`src/core/acc_pkg.sv`:
```
// constants and types shared by the agp command control block
package acc_pkg;
  // ------------------------------------------------------------
  // register map
  // ------------------------------------------------------------
  localparam int ACC_ADDR_W = 8;
  localparam logic [7:0] ACC_CTRL_OFFSET = 8'h00; // operation control
  localparam logic [7:0] ACC_STAT_OFFSET = 8'h04; // live status
  // ------------------------------------------------------------
  // control field positions
  // ------------------------------------------------------------
  localparam int ACC_RATE_LSB = 0; // data rate, 3 bits
  localparam int ACC_FAST_WRITE_ENABLE_BIT = 4; // fast write enable
  localparam int ACC_GT4_BIT = 5; // above four gig, read only zero
  localparam int ACC_PORT_BIT = 8; // agp port enable
  localparam int ACC_SIDEBAND_ADDRESSING_ENABLE_BIT = 9; // sideband addressing enable
  localparam int ACC_CAL_LSB = 10; // calibration period, 3 bits
  // ------------------------------------------------------------
  // reset values
  // ------------------------------------------------------------
  localparam logic [2:0] ACC_CAL_RESET = 3'h2; // 64 ms
  localparam logic [2:0] ACC_RATE_RESET = 3'h0;
  localparam logic ACC_BIT_RESET = 1'h0; // single enable bits
  // ------------------------------------------------------------
  // encodings
  // ------------------------------------------------------------
  localparam logic [2:0] ACC_CAL_4MS = 3'h0;
  localparam logic [2:0] ACC_CAL_16MS = 3'h1;
  localparam logic [2:0] ACC_CAL_64MS = 3'h2;
  localparam logic [2:0] ACC_CAL_256MS = 3'h3;
  localparam logic [2:0] ACC_CAL_NONE = 3'h7;
  localparam logic [2:0] ACC_RATE_1X = 3'h1; // 1x outside 3.0 mode
  // ------------------------------------------------------------
  // timing
  // ------------------------------------------------------------
  localparam int ACC_CLOCK_KHZ = 25000;
  localparam int ACC_CAL_BASE_MS = 4; // shortest period
  localparam int ACC_CAL_BASE_CYCLES = ACC_CAL_BASE_MS * ACC_CLOCK_KHZ;
  localparam int ACC_MULT_W = 7; // base periods per calibration
  // ------------------------------------------------------------
  // status field positions
  // ------------------------------------------------------------
  localparam int ACC_ST_SBA_BIT = 0; // sideband in effect
  localparam int ACC_ST_MODE3_BIT = 1; // 3.0 mode seen
  localparam int ACC_ST_FW_BIT = 2; // fast write in effect
  localparam int ACC_ST_SBAMID_BIT = 3; // sideband command mid way
  localparam int ACC_ST_OUT_LSB = 8; // outstanding operations
  // ------------------------------------------------------------
  // carriers
  // ------------------------------------------------------------
  typedef struct packed {
    logic pipeValid; // pipe request this cycle
    logic sbaBeat; // sideband beat this cycle
    logic sbaLast; // beat ends a sideband command
    logic syncReq; // sync cycle request
    logic opDone; // one accepted operation finished
  } acc_req_t;
  typedef struct packed {
    logic pipeAccept; // pipe request taken
    logic sbaIssue; // sideband command issued
    logic syncAccept; // sync cycle taken
  } acc_grant_t;
  typedef enum logic {ACC_SBA_IDLE, ACC_SBA_MID} acc_sba_state_t;
endpackage : acc_pkg

```
`src/core/acc_core.sv`:
```
// agp command control: register, operation gating and calibration
//
// Summary of operation
// - calibration code picks 4/16/64/256 ms or none
// - device repeats buffer calibration at chosen period
// - 3.0 mode forces sideband addressing on
// - otherwise sideband follows its enable bit
// - port disabled ignores new operations, sync too
// - accepted operations finish after port disable
// - started 1x sideband command still issues
// - enabled port takes pipe, sideband if enabled
// - above four gig bit reads zero always
// - fast write off or 1x uses plain writes
// - fast write on above 1x uses rate bits
`timescale 1ns/1ps
module acc_core
  import acc_pkg::*;
#(
  parameter int CAL_BASE_CYCLES = ACC_CAL_BASE_CYCLES, // cycles per 4 ms
  parameter int OUT_W = 8 // outstanding counter width
)
(
  input wire logic clock,
  input wire logic rst,
  input wire logic psel,
  input wire logic penable,
  input wire logic pwrite,
  input wire logic [ACC_ADDR_W-1:0] paddr,
  input wire logic [31:0] pwdata,
  input wire logic [3:0] pstrb,
  output logic [31:0] prdata,
  output logic pready,
  output logic pslverr,
  input wire logic agp3ModePin,
  input wire acc_req_t agpReq,
  output acc_grant_t agpGrant,
  output logic busy,
  output logic sidebandActive,
  output logic fastWriteActive,
  output logic [2:0] writeRate,
  output logic calibStart
);
  // ------------------------------------------------------------
  // elaboration checks
  // ------------------------------------------------------------
  localparam int CNT_W = $clog2(CAL_BASE_CYCLES + 1);
  generate
    if (CAL_BASE_CYCLES < 1 || OUT_W < 1 || OUT_W > 24)
    begin : gBad
      $error("acc_core: unusable parameter values");
    end
  endgenerate

  // ------------------------------------------------------------
  // decode helpers
  // ------------------------------------------------------------
  // 1x only exists outside 3.0 mode
  function automatic logic isOneX(input logic [2:0] rate, input logic mode3);
    isOneX = !mode3 && (rate == ACC_RATE_1X);
  endfunction : isOneX

  // base periods per calibration, zero when none is due
  function automatic logic [ACC_MULT_W-1:0] calMult(input logic [2:0] code);
    case (code)
      ACC_CAL_4MS: calMult = 7'h01;
      ACC_CAL_16MS: calMult = 7'h04;
      ACC_CAL_64MS: calMult = 7'h10;
      ACC_CAL_256MS: calMult = 7'h40;
      default: calMult = 7'h00;
    endcase
  endfunction : calMult

  // ------------------------------------------------------------
  // state
  // ------------------------------------------------------------
  logic modeMeta; // first synchroniser stage
  logic modeSync; // 3.0 mode, synchronised
  logic [2:0] calPeriod; // calibration period code
  logic sbaEnable; // software sideband enable
  logic portEnable; // agp port enable
  logic fastWrite; // fast write enable
  logic [2:0] dataRate; // data rate code
  acc_sba_state_t sbaState; // sideband command progress
  logic [OUT_W-1:0] outCount; // accepted but unfinished
  logic [CNT_W-1:0] unitCnt; // cycles within a base period
  logic [ACC_MULT_W-1:0] multCnt; // base periods elapsed

  // ------------------------------------------------------------
  // bus decode
  // ------------------------------------------------------------
  wire accessFirst = psel && penable && !pready; // answer next edge
  wire accessDone = psel && penable && pready; // master samples now
  wire hitCtrl = (paddr == ACC_CTRL_OFFSET);
  wire hitStat = (paddr == ACC_STAT_OFFSET);
  wire ctrlWrite = accessDone && pwrite && hitCtrl;
  wire writeLow = ctrlWrite && pstrb[0]; // rate and fast write
  wire writeHigh = ctrlWrite && pstrb[1]; // enables and period

  // ------------------------------------------------------------
  // effective modes
  // ------------------------------------------------------------
  wire sbaEff = modeSync || sbaEnable;
  wire oneX = isOneX(dataRate, modeSync);
  wire fwEff = fastWrite && !oneX;

  // ------------------------------------------------------------
  // operation acceptance
  // ------------------------------------------------------------
  wire takePipe = portEnable && agpReq.pipeValid;
  wire takeSync = portEnable && agpReq.syncReq;
  wire sbaStart = portEnable && sbaEff && agpReq.sbaBeat;
  // a command once started completes whatever the enable does
  wire sbaMidEnd = (sbaState == ACC_SBA_MID) && agpReq.sbaBeat
                   && agpReq.sbaLast;
  wire sbaIdleEnd = (sbaState == ACC_SBA_IDLE) && sbaStart
                    && agpReq.sbaLast;
  wire issueSba = sbaMidEnd || sbaIdleEnd;

  acc_sba_state_t next_sbaState;
  always_comb
  begin
    next_sbaState = sbaState;
    case (sbaState)
      ACC_SBA_IDLE:
      begin
        // first beat of a multi beat command
        if (sbaStart && !agpReq.sbaLast)
        begin
          next_sbaState = ACC_SBA_MID;
        end
      end
      ACC_SBA_MID:
      begin
        // no enable check here on purpose
        if (sbaMidEnd)
        begin
          next_sbaState = ACC_SBA_IDLE;
        end
      end
      default:
      begin
        next_sbaState = ACC_SBA_IDLE;
      end
    endcase
  end

  // outstanding work drains whatever the enable says
  wire incOut = takePipe || issueSba;
  wire decOut = agpReq.opDone && (outCount != '0);
  wire outFull = &outCount;
  logic [OUT_W-1:0] next_outCount;
  always_comb
  begin
    next_outCount = outCount;
    if (incOut && !decOut && !outFull)
    begin
      next_outCount = outCount + 1'b1;
    end
    else if (decOut && !incOut)
    begin
      next_outCount = outCount - 1'b1;
    end
  end

  // ------------------------------------------------------------
  // calibration timer
  // ------------------------------------------------------------
  wire [ACC_MULT_W-1:0] calTarget = calMult(calPeriod);
  wire calActive = (calTarget != '0);
  wire unitWrap = (unitCnt == CNT_W'(CAL_BASE_CYCLES - 1));
  wire calDue = calActive && unitWrap
                && (multCnt + 1'b1 == calTarget);
  wire calRestart = writeHigh || !calActive;

  logic [CNT_W-1:0] next_unitCnt;
  logic [ACC_MULT_W-1:0] next_multCnt;
  always_comb
  begin
    next_unitCnt = unitCnt + 1'b1;
    next_multCnt = multCnt;
    if (calRestart)
    begin
      // new period or none: start counting afresh
      next_unitCnt = '0;
      next_multCnt = '0;
    end
    else if (calDue)
    begin
      next_unitCnt = '0;
      next_multCnt = '0;
    end
    else if (unitWrap)
    begin
      next_unitCnt = '0;
      next_multCnt = multCnt + 1'b1;
    end
  end

  // ------------------------------------------------------------
  // read data
  // ------------------------------------------------------------
  logic [31:0] ctrlView;
  logic [31:0] statView;
  always_comb
  begin
    ctrlView = '0;
    ctrlView[ACC_RATE_LSB +: 3] = dataRate;
    ctrlView[ACC_FAST_WRITE_ENABLE_BIT] = fastWrite;
    ctrlView[ACC_GT4_BIT] = 1'b0;
    ctrlView[ACC_PORT_BIT] = portEnable;
    ctrlView[ACC_SIDEBAND_ADDRESSING_ENABLE_BIT] = sbaEnable;
    ctrlView[ACC_CAL_LSB +: 3] = calPeriod;
  end
  always_comb
  begin
    statView = '0;
    statView[ACC_ST_SBA_BIT] = sbaEff;
    statView[ACC_ST_MODE3_BIT] = modeSync;
    statView[ACC_ST_FW_BIT] = fwEff;
    statView[ACC_ST_SBAMID_BIT] = (sbaState == ACC_SBA_MID);
    statView[ACC_ST_OUT_LSB +: OUT_W] = outCount;
  end
  wire [31:0] readMux = hitCtrl ? ctrlView : (hitStat ? statView : 32'h0);

  // ------------------------------------------------------------
  // mode pin synchroniser
  // ------------------------------------------------------------
  always_ff @(posedge clock)
  begin
    modeMeta <= agp3ModePin;
    modeSync <= modeMeta;
  end

  // ------------------------------------------------------------
  // apb answer, one wait cycle
  // ------------------------------------------------------------
  always_ff @(posedge clock)
  begin
    if (rst)
    begin
      pready <= 1'b0;
      pslverr <= 1'b0;
      prdata <= 32'h0;
    end
    else
    begin
      pready <= accessFirst;
      pslverr <= accessFirst && !hitCtrl && !hitStat;
      prdata <= accessFirst && !pwrite ? readMux : 32'h0;
    end
  end

  // ------------------------------------------------------------
  // control register, low byte
  // ------------------------------------------------------------
  always_ff @(posedge clock)
  begin
    if (rst)
    begin
      dataRate <= ACC_RATE_RESET;
      fastWrite <= ACC_BIT_RESET;
    end
    else if (writeLow)
    begin
      dataRate <= pwdata[ACC_RATE_LSB +: 3];
      fastWrite <= pwdata[ACC_FAST_WRITE_ENABLE_BIT];
    end
  end

  // ------------------------------------------------------------
  // control register, high byte
  // ------------------------------------------------------------
  always_ff @(posedge clock)
  begin
    if (rst)
    begin
      calPeriod <= ACC_CAL_RESET;
      sbaEnable <= ACC_BIT_RESET;
      portEnable <= ACC_BIT_RESET;
    end
    else if (writeHigh)
    begin
      calPeriod <= pwdata[ACC_CAL_LSB +: 3];
      sbaEnable <= pwdata[ACC_SIDEBAND_ADDRESSING_ENABLE_BIT];
      portEnable <= pwdata[ACC_PORT_BIT];
    end
  end

  // ------------------------------------------------------------
  // operation tracking
  // ------------------------------------------------------------
  always_ff @(posedge clock)
  begin
    if (rst)
    begin
      sbaState <= ACC_SBA_IDLE;
      outCount <= '0;
    end
    else
    begin
      sbaState <= next_sbaState;
      outCount <= next_outCount;
    end
  end

  // ------------------------------------------------------------
  // calibration counters
  // ------------------------------------------------------------
  always_ff @(posedge clock)
  begin
    if (rst)
    begin
      unitCnt <= '0;
      multCnt <= '0;
    end
    else
    begin
      unitCnt <= next_unitCnt;
      multCnt <= next_multCnt;
    end
  end

  // ------------------------------------------------------------
  // registered outputs
  // ------------------------------------------------------------
  always_ff @(posedge clock)
  begin
    if (rst)
    begin
      agpGrant <= '0;
      busy <= 1'b0;
      sidebandActive <= 1'b0;
      fastWriteActive <= 1'b0;
      writeRate <= ACC_RATE_RESET;
      calibStart <= 1'b0;
    end
    else
    begin
      agpGrant.pipeAccept <= takePipe;
      agpGrant.sbaIssue <= issueSba;
      agpGrant.syncAccept <= takeSync;
      busy <= (next_outCount != '0);
      sidebandActive <= sbaEff;
      fastWriteActive <= fwEff;
      writeRate <= dataRate;
      calibStart <= calDue;
    end
  end
endmodule : acc_core

```
`config.mk`:
```
export PLATFORM = sky130hd
export DESIGN_NAME = acc_core
export DESIGN_NICKNAME = d
export VERILOG_FILES = /design/src/core/acc_pkg.sv /design/src/core/acc_core.sv
export SDC_FILE = /design/constraint.sdc
export NUM_CORES = 1
export LEC_CHECK = 0
export ABC_AREA = 0
export BUFFER_PORTS_ARGS = -buffer_cell sky130_fd_sc_hd__buf_2
export CAP_MARGIN = 40
export CORE_ASPECT_RATIO = 1.2
export CORE_UTILIZATION = 50
export CTS_CLUSTER_DIAMETER = 200
export DETAILED_ROUTE_END_ITERATION = 7
export PLACE_DENSITY = 0.77
export RECOVER_POWER = 50
export SYNTH_ARGS = -nofsm -noshare
export SYNTH_HDL_FRONTEND = slang
export SYNTH_SLANG_ARGS = --single-unit
```
`constraint.sdc`:
```
create_clock -name clock -period 4.1 [get_ports clock]
set_input_delay 0 -clock clock [delete_from_list [all_inputs] [get_ports clock]]
set_output_delay 0 -clock clock [all_outputs]
set_load 0.05 [all_outputs]
```
* Yosys cells after proc, flatten, opt, wreduce, memory -nomap -nowiden *
Cells that the tools add are included.

cells by class
  magnitude comparators = 0
  multiplexer cells = 8
  equality and inequality tests = 7
  div/mod/pow operators = 0
  bitwise operators = 3
  $add $sub $neg = 4
  multipliers = 0
  reductions and logical operators = 53
  shifts and indexed selects = 0

operator list
  operator               count
  $pmux 7 s4             1
  $logic_and 1x1->1      27
  $mux 13                2
  $add 17x1->17 const B  1
  $eq 17x17->1 const B   1
  $mux 8                 2
  $reduce_bool 8->1      2
  $logic_not 1->1        11
  $add 8x1->8 const B    1
  $eq 8x3->1 const B     1
  $logic_not 8->1        1
  $reduce_and 8->1       1
  $reduce_or 4->1        2
  $sub 8x1->8 const B    1
  $add 7x1->7 const B    1
  $eq 7x7->1             1
  $reduce_bool 7->1      1
  $eq 3x1->1 const B     2
  $eq 3x2->1 const B     2
  $reduce_or 3->1        2
  $logic_or 1x1->1       4
  $logic_not 3->1        1
  $not 1->1              3
  $mux 1                 2
  other kinds (2)        2

storage, ports and cells
  bits in read-only memories = 0
  flip-flop bits (word level) = 88
  input bits = 55
  memories kept = 0
  memory bits (writable) = 0
  logic and storage cells = 99
  latch bits = 0
  output and inout bits = 44

* Depth between registers and ports, before layout *
  depth in word-level cells = 12
  mapped depth = 8
  mapped depth without buffers = 8

* Least setup slack after synthesis *
No wires, ideal clock.

  kind = register to register
  from = register multCnt[0]
  to = register multCnt[0]
  path buffers = 0
  clock period less this slack = 2.337 ns
  slack = 1.763 ns
  stages on the path, launching flop included = 8
  arrival time = 2.206 ns
  library setup time = 0.131 ns
  cell sequence = dfxtp_1 ha_1 and3_1 mux2_1 nand2b_1 mux4_2 o31ai_2 nor2_1

on the way
  longest elaborated chain between the ends = 4

ends and longest elaborated chain
  what                              line                              RTL
  from (decl)                       acc_core.sv:86                    logic [ACC_MULT_W-1:0] multCnt;
  from (signal assigned)            acc_core.sv:319                   multCnt <= next_multCnt;
  $add 7x1->7 *                     acc_core.sv:172, acc_core.sv:195
  $eq 7x7->1                        acc_core.sv:172                   && (multCnt + 1'b1 == calTarget);
  $logic_and 1x1->1                 acc_core.sv:172
  $reduce_or 3->1 (no source line)  n/a

Every way passes the cells marked *; elsewhere a longest branch is shown, timed or not.
A chain may end at the register's enable or synchronous reset.

* Final worst setup path *
  from = register multCnt[0]
  to = register multCnt[6]

Same word-level chain as after synthesis.

==> run metrics <==
RSZ-0062 raised after global routing=false; number of global-route vias before repair=approximately 2500; Final Cell Area=3849 um2; post-synth cell types=62; die outline area=between 6000 and 7000 um2; Worst Hold Endpoint=prdata[0]; path type of the worst setup path=flip-flop to flip-flop; overall via count from detail_route=2716; worst-case clock skew=0.009085 ns; ratio of total power to cell area=around 510 nW/um2; R2R Path Start=multCnt[0]; final sum of negative setup slack=0 ns; total of flip-flops plus latches after synthesis=69; CTS Buffer Depth=2; Warnings, synthesis=0; leakage component of the power=1.570 nW; Slew HR=41.13%; final count of hold timing violations=0; final-stage net count=a little under 500; number of gates resized after CTS=0; standard-cell rows=31; total I/O pin count=99; Final Wtd Congestion=about 0.86; upper clock frequency limit=382.5 MHz; kind of start point of the critical path=flip-flop; logic depth of the worst register-to-register path=7; Worst EP arrival=between 2 and 3 ns; dpl hpwl=around 4.6 mm; vias per cell=5.284; Fillers=537; mean post-synth cell area=around 9 um2; final max-slew violation count=0; worst hold path startpoint=paddr[2]; gr usage total=21.92%; number of buffers inserted during clock tree synthesis=9; Antenna Violating Nets Remaining=0; class of the worst hold path=primary input to flip-flop; proportion of synthesized chip area in sequential cells=42.97%; Initial Util=between 50% and 60%; data required time at the worst endpoint=between 4 and 5 ns; setup slack on the worst flop-to-flop path=1.49 ns; # clock sinks=69; highest net fanout along the worst path=6; result of the run=complete, no violations; number of antenna violations at the first check in global routing=0; number of enable flip-flop cells after synthesis=0; Clock Tree Root=sky130_fd_sc_hd__clkbuf_8; share of the clock period used by the worst path after layout=63.77%; Buffers & Inverters on Critical Path=0; Synth-to-Final Area Change=19.74%; WL/cell=13.52 um; Skew-Pair Late Insertion Delay=0.35 ns; first-pass iteration count of the detailed router=4; Worst Setup End Kind=flip-flop; hold-critical path depth=4; wire length reported by the detailed router=6.947 mm; maxcap violations=0; wire length of the first global-routing pass=11.28 mm; share of cells above drive strength 1=12.96%; area of the mapped netlist=3214 um2; clock tree from TritonCTS=built; Crit path max-delay family=multiplexers; most used flip-flop cell after synthesis=sky130_fd_sc_hd__dfxtp_1; starting DRC count in detailed routing=111; die extent in y=about 90 um; Port-buffer cells=54; delay contributed by the slowest stage of the critical path=between 0.4 and 0.5 ns; floorplan core area=6128 um2; cells along the critical path=ha_1 > and3_1 > mux2_1 > nand2b_1 > mux4_2 > o31ai_2 > nor2_1; ANT cells=0; Mapped Cells=355; r2r endpoint=multCnt[6]; Remaining Overflow, GRT=0; drt drc=0; clock slew at the register clock pins of the worst setup and hold paths=about 0.080 ns; cell with the largest stage delay on the worst path=sky130_fd_sc_hd__mux4_2; post-synthesis async set-or-reset flop share=0%; placed inst area=3473 um2; largest net degree at the start of global routing=31; transition at the pin with the smallest max-transition slack=0.8807 ns; H-tree levels=3; shortest period the worst path allows=2.614 ns; die extent in x=75.20 um; number of failing setup endpoints in the final timing report=0; Peak VDD IR=0.3673 mV
[worst register-to-register path, stage by stage (launching register included)]
cell and delay [ns]:
sky130_fd_sc_hd__dfxtp_1 0.42, sky130_fd_sc_hd__ha_1 0.23, sky130_fd_sc_hd__and3_1 0.26, sky130_fd_sc_hd__mux2_1 0.36, sky130_fd_sc_hd__nand2b_1 0.14, sky130_fd_sc_hd__mux4_2 0.49, sky130_fd_sc_hd__o31ai_2 0.49, sky130_fd_sc_hd__nor2_1 0.11
[synthesized netlist by cell type (4+ instances only)]
cell type / number / area share, %
sky130_fd_sc_hd__ha_1: 5 / 1.9
sky130_fd_sc_hd__clkbuf_1: 8 / 0.93
sky130_fd_sc_hd__nand2b_1: 4 / 0.78
sky130_fd_sc_hd__o21ai_1: 5 / 0.78
sky130_fd_sc_hd__nand4_1: 5 / 0.97
sky130_fd_sc_hd__a21oi_1: 7 / 1.1
sky130_fd_sc_hd__nor3_1: 6 / 0.93
sky130_fd_sc_hd__a22o_1: 4 / 1.1
sky130_fd_sc_hd__nand3_1: 9 / 1.4
sky130_fd_sc_hd__and4_1: 7 / 1.9
sky130_fd_sc_hd__inv_1: 8 / 0.93
sky130_fd_sc_hd__nor2_1: 55 / 6.4
sky130_fd_sc_hd__nand2_1: 23 / 2.7
sky130_fd_sc_hd__and3_1: 6 / 1.2
sky130_fd_sc_hd__or4_1: 4 / 0.93
sky130_fd_sc_hd__or3_1: 6 / 1.2
sky130_fd_sc_hd__dfxtp_1: 69 / 43
sky130_fd_sc_hd__and2_1: 6 / 1.2
sky130_fd_sc_hd__mux2i_1: 10 / 3.1
sky130_fd_sc_hd__nor4_1: 5 / 0.97
sky130_fd_sc_hd__xnor2_1: 14 / 3.8
sky130_fd_sc_hd__nor2b_1: 8 / 1.6
sky130_fd_sc_hd__buf_4: 19 / 4.4
sky130_fd_sc_hd__xor2_1: 15 / 4.1
[repair_timing]
item                      CTS  global route
setup buffers               0             0
hold buffers               18             0
hold endpoints to repair   15             0
[flip-flops by register name, summed over array words and instances (netlist names), 3 cells and up]
name       cells
unitCnt       17
dataRate       3
writeRate      3
calPeriod      3
prdata        13
outCount       8
agpGrant       3
multCnt        7
[routing by layer]
| metal | vias to the layer above | wire (um) | GRT usage (%) |
|---|---|---|---|
| li1 | 1352 | - | - |
| met1 | 1276 | 2994 | 26.02 |
| met2 | 76 | 3510 | 36.34 |
| met3 | 12 | 331 | 7.287 |
| met4 | 0 | 110 | 7.407 |
| met5 | - | 0 | 0 |
[worst max-delay path by stage]
stage | startpoint | end | slack [ns] | cells past startpoint
after floorplan | multCnt[0] | multCnt[0] | 1.76 | 7
after global placement | multCnt[0] | multCnt[6] | 1.53 | 7
after detailed placement | multCnt[0] | multCnt[0] | 1.48 | 7
after CTS | multCnt[0] | multCnt[0] | 1.46 | 7
after global routing | multCnt[0] | multCnt[6] | 1.30 | 7
final | multCnt[0] | multCnt[6] | 1.49 | 7
[power breakdown]
| group | switching, mW | total [mW] | leakage [nW] | internal [mW] |
|---|---|---|---|---|
| sequential | 0.0842 | 0.799 | 0.559 | 0.715 |
| combinational | 0.283 | 0.517 | 0.898 | 0.234 |
| clock | 0.274 | 0.638 | 0.113 | 0.364 |
| total | 0.642 | 1.95 | 1.57 | 1.31 |
[placed cells by master, fill, tap and decap left out, types with 5 or more instances in the layout]
cell type / count
sky130_fd_sc_hd__a21oi_1: 7
sky130_fd_sc_hd__and2_1: 5
sky130_fd_sc_hd__and3_1: 6
sky130_fd_sc_hd__and4_1: 7
sky130_fd_sc_hd__buf_2: 29
sky130_fd_sc_hd__clkbuf_1: 25
sky130_fd_sc_hd__clkbuf_8: 10
sky130_fd_sc_hd__conb_1: 19
sky130_fd_sc_hd__dfxtp_1: 69
sky130_fd_sc_hd__dlygate4sd3_1: 18
sky130_fd_sc_hd__ha_1: 5
sky130_fd_sc_hd__inv_1: 9
sky130_fd_sc_hd__mux2i_1: 10
sky130_fd_sc_hd__nand2_1: 23
sky130_fd_sc_hd__nand3_1: 9
sky130_fd_sc_hd__nand4_1: 5
sky130_fd_sc_hd__nor2_1: 55
sky130_fd_sc_hd__nor2b_1: 8
sky130_fd_sc_hd__nor3_1: 6
sky130_fd_sc_hd__nor4_1: 5
sky130_fd_sc_hd__o21ai_1: 5
sky130_fd_sc_hd__or3_1: 6
sky130_fd_sc_hd__xnor2_1: 14
sky130_fd_sc_hd__xor2_1: 15
[cell type report]
class	count	area [um2]	share of cell area, %
Sequential cell	69	1381	35.89
Inverter	9	33.78	0.8778
Clock inverter	6	93.84	2.438
Timing Repair Buffer	72	419.2	10.89
Tap cell	82	102.6	2.666
Clock buffer	10	137.6	3.576
Multi-Input combinational cell	266	1680	43.66
[logic make-up (layout without fill, tap and decap cells)]
group / Yosys count / count (layout) / share of synthesized area, %
and+or+nand+nor: 156 / 156 / 25.81
buffers and inverters: 38 / 97 / 6.695
adders and majority gates: 5 / 5 / 1.946
muxes: 13 / 13 / 4.515
DFF: 69 / 69 / 42.97
other: 1 / 19 / 0.1167
AOI/OAI and AO/OA: 44 / 44 / 10.04
xor gates and xnor gates: 29 / 29 / 7.902
[stage by stage]
step / util, % / setup slack, ns / power, mW / hold slack, ns / std cells
2_1_floorplan: - / 1.763 / 1.226 / 0.02772 / 373
3_3_place_gp: 56.68 / 1.529 / 1.298 / 0.1029 / 480
3_5_place_dp: 56.68 / 1.481 / 1.312 / 0.1050 / 480
4_1_cts: 63.39 / 1.461 / 1.958 / 0.02666 / 514
5_1_grt: 62.80 / 1.302 / 2.062 / 0.04168 / 514
6_report: 62.80 / 1.486 / 1.955 / 0.04172 / 514
No activity file was read; power rests on OpenSTA's default activity.
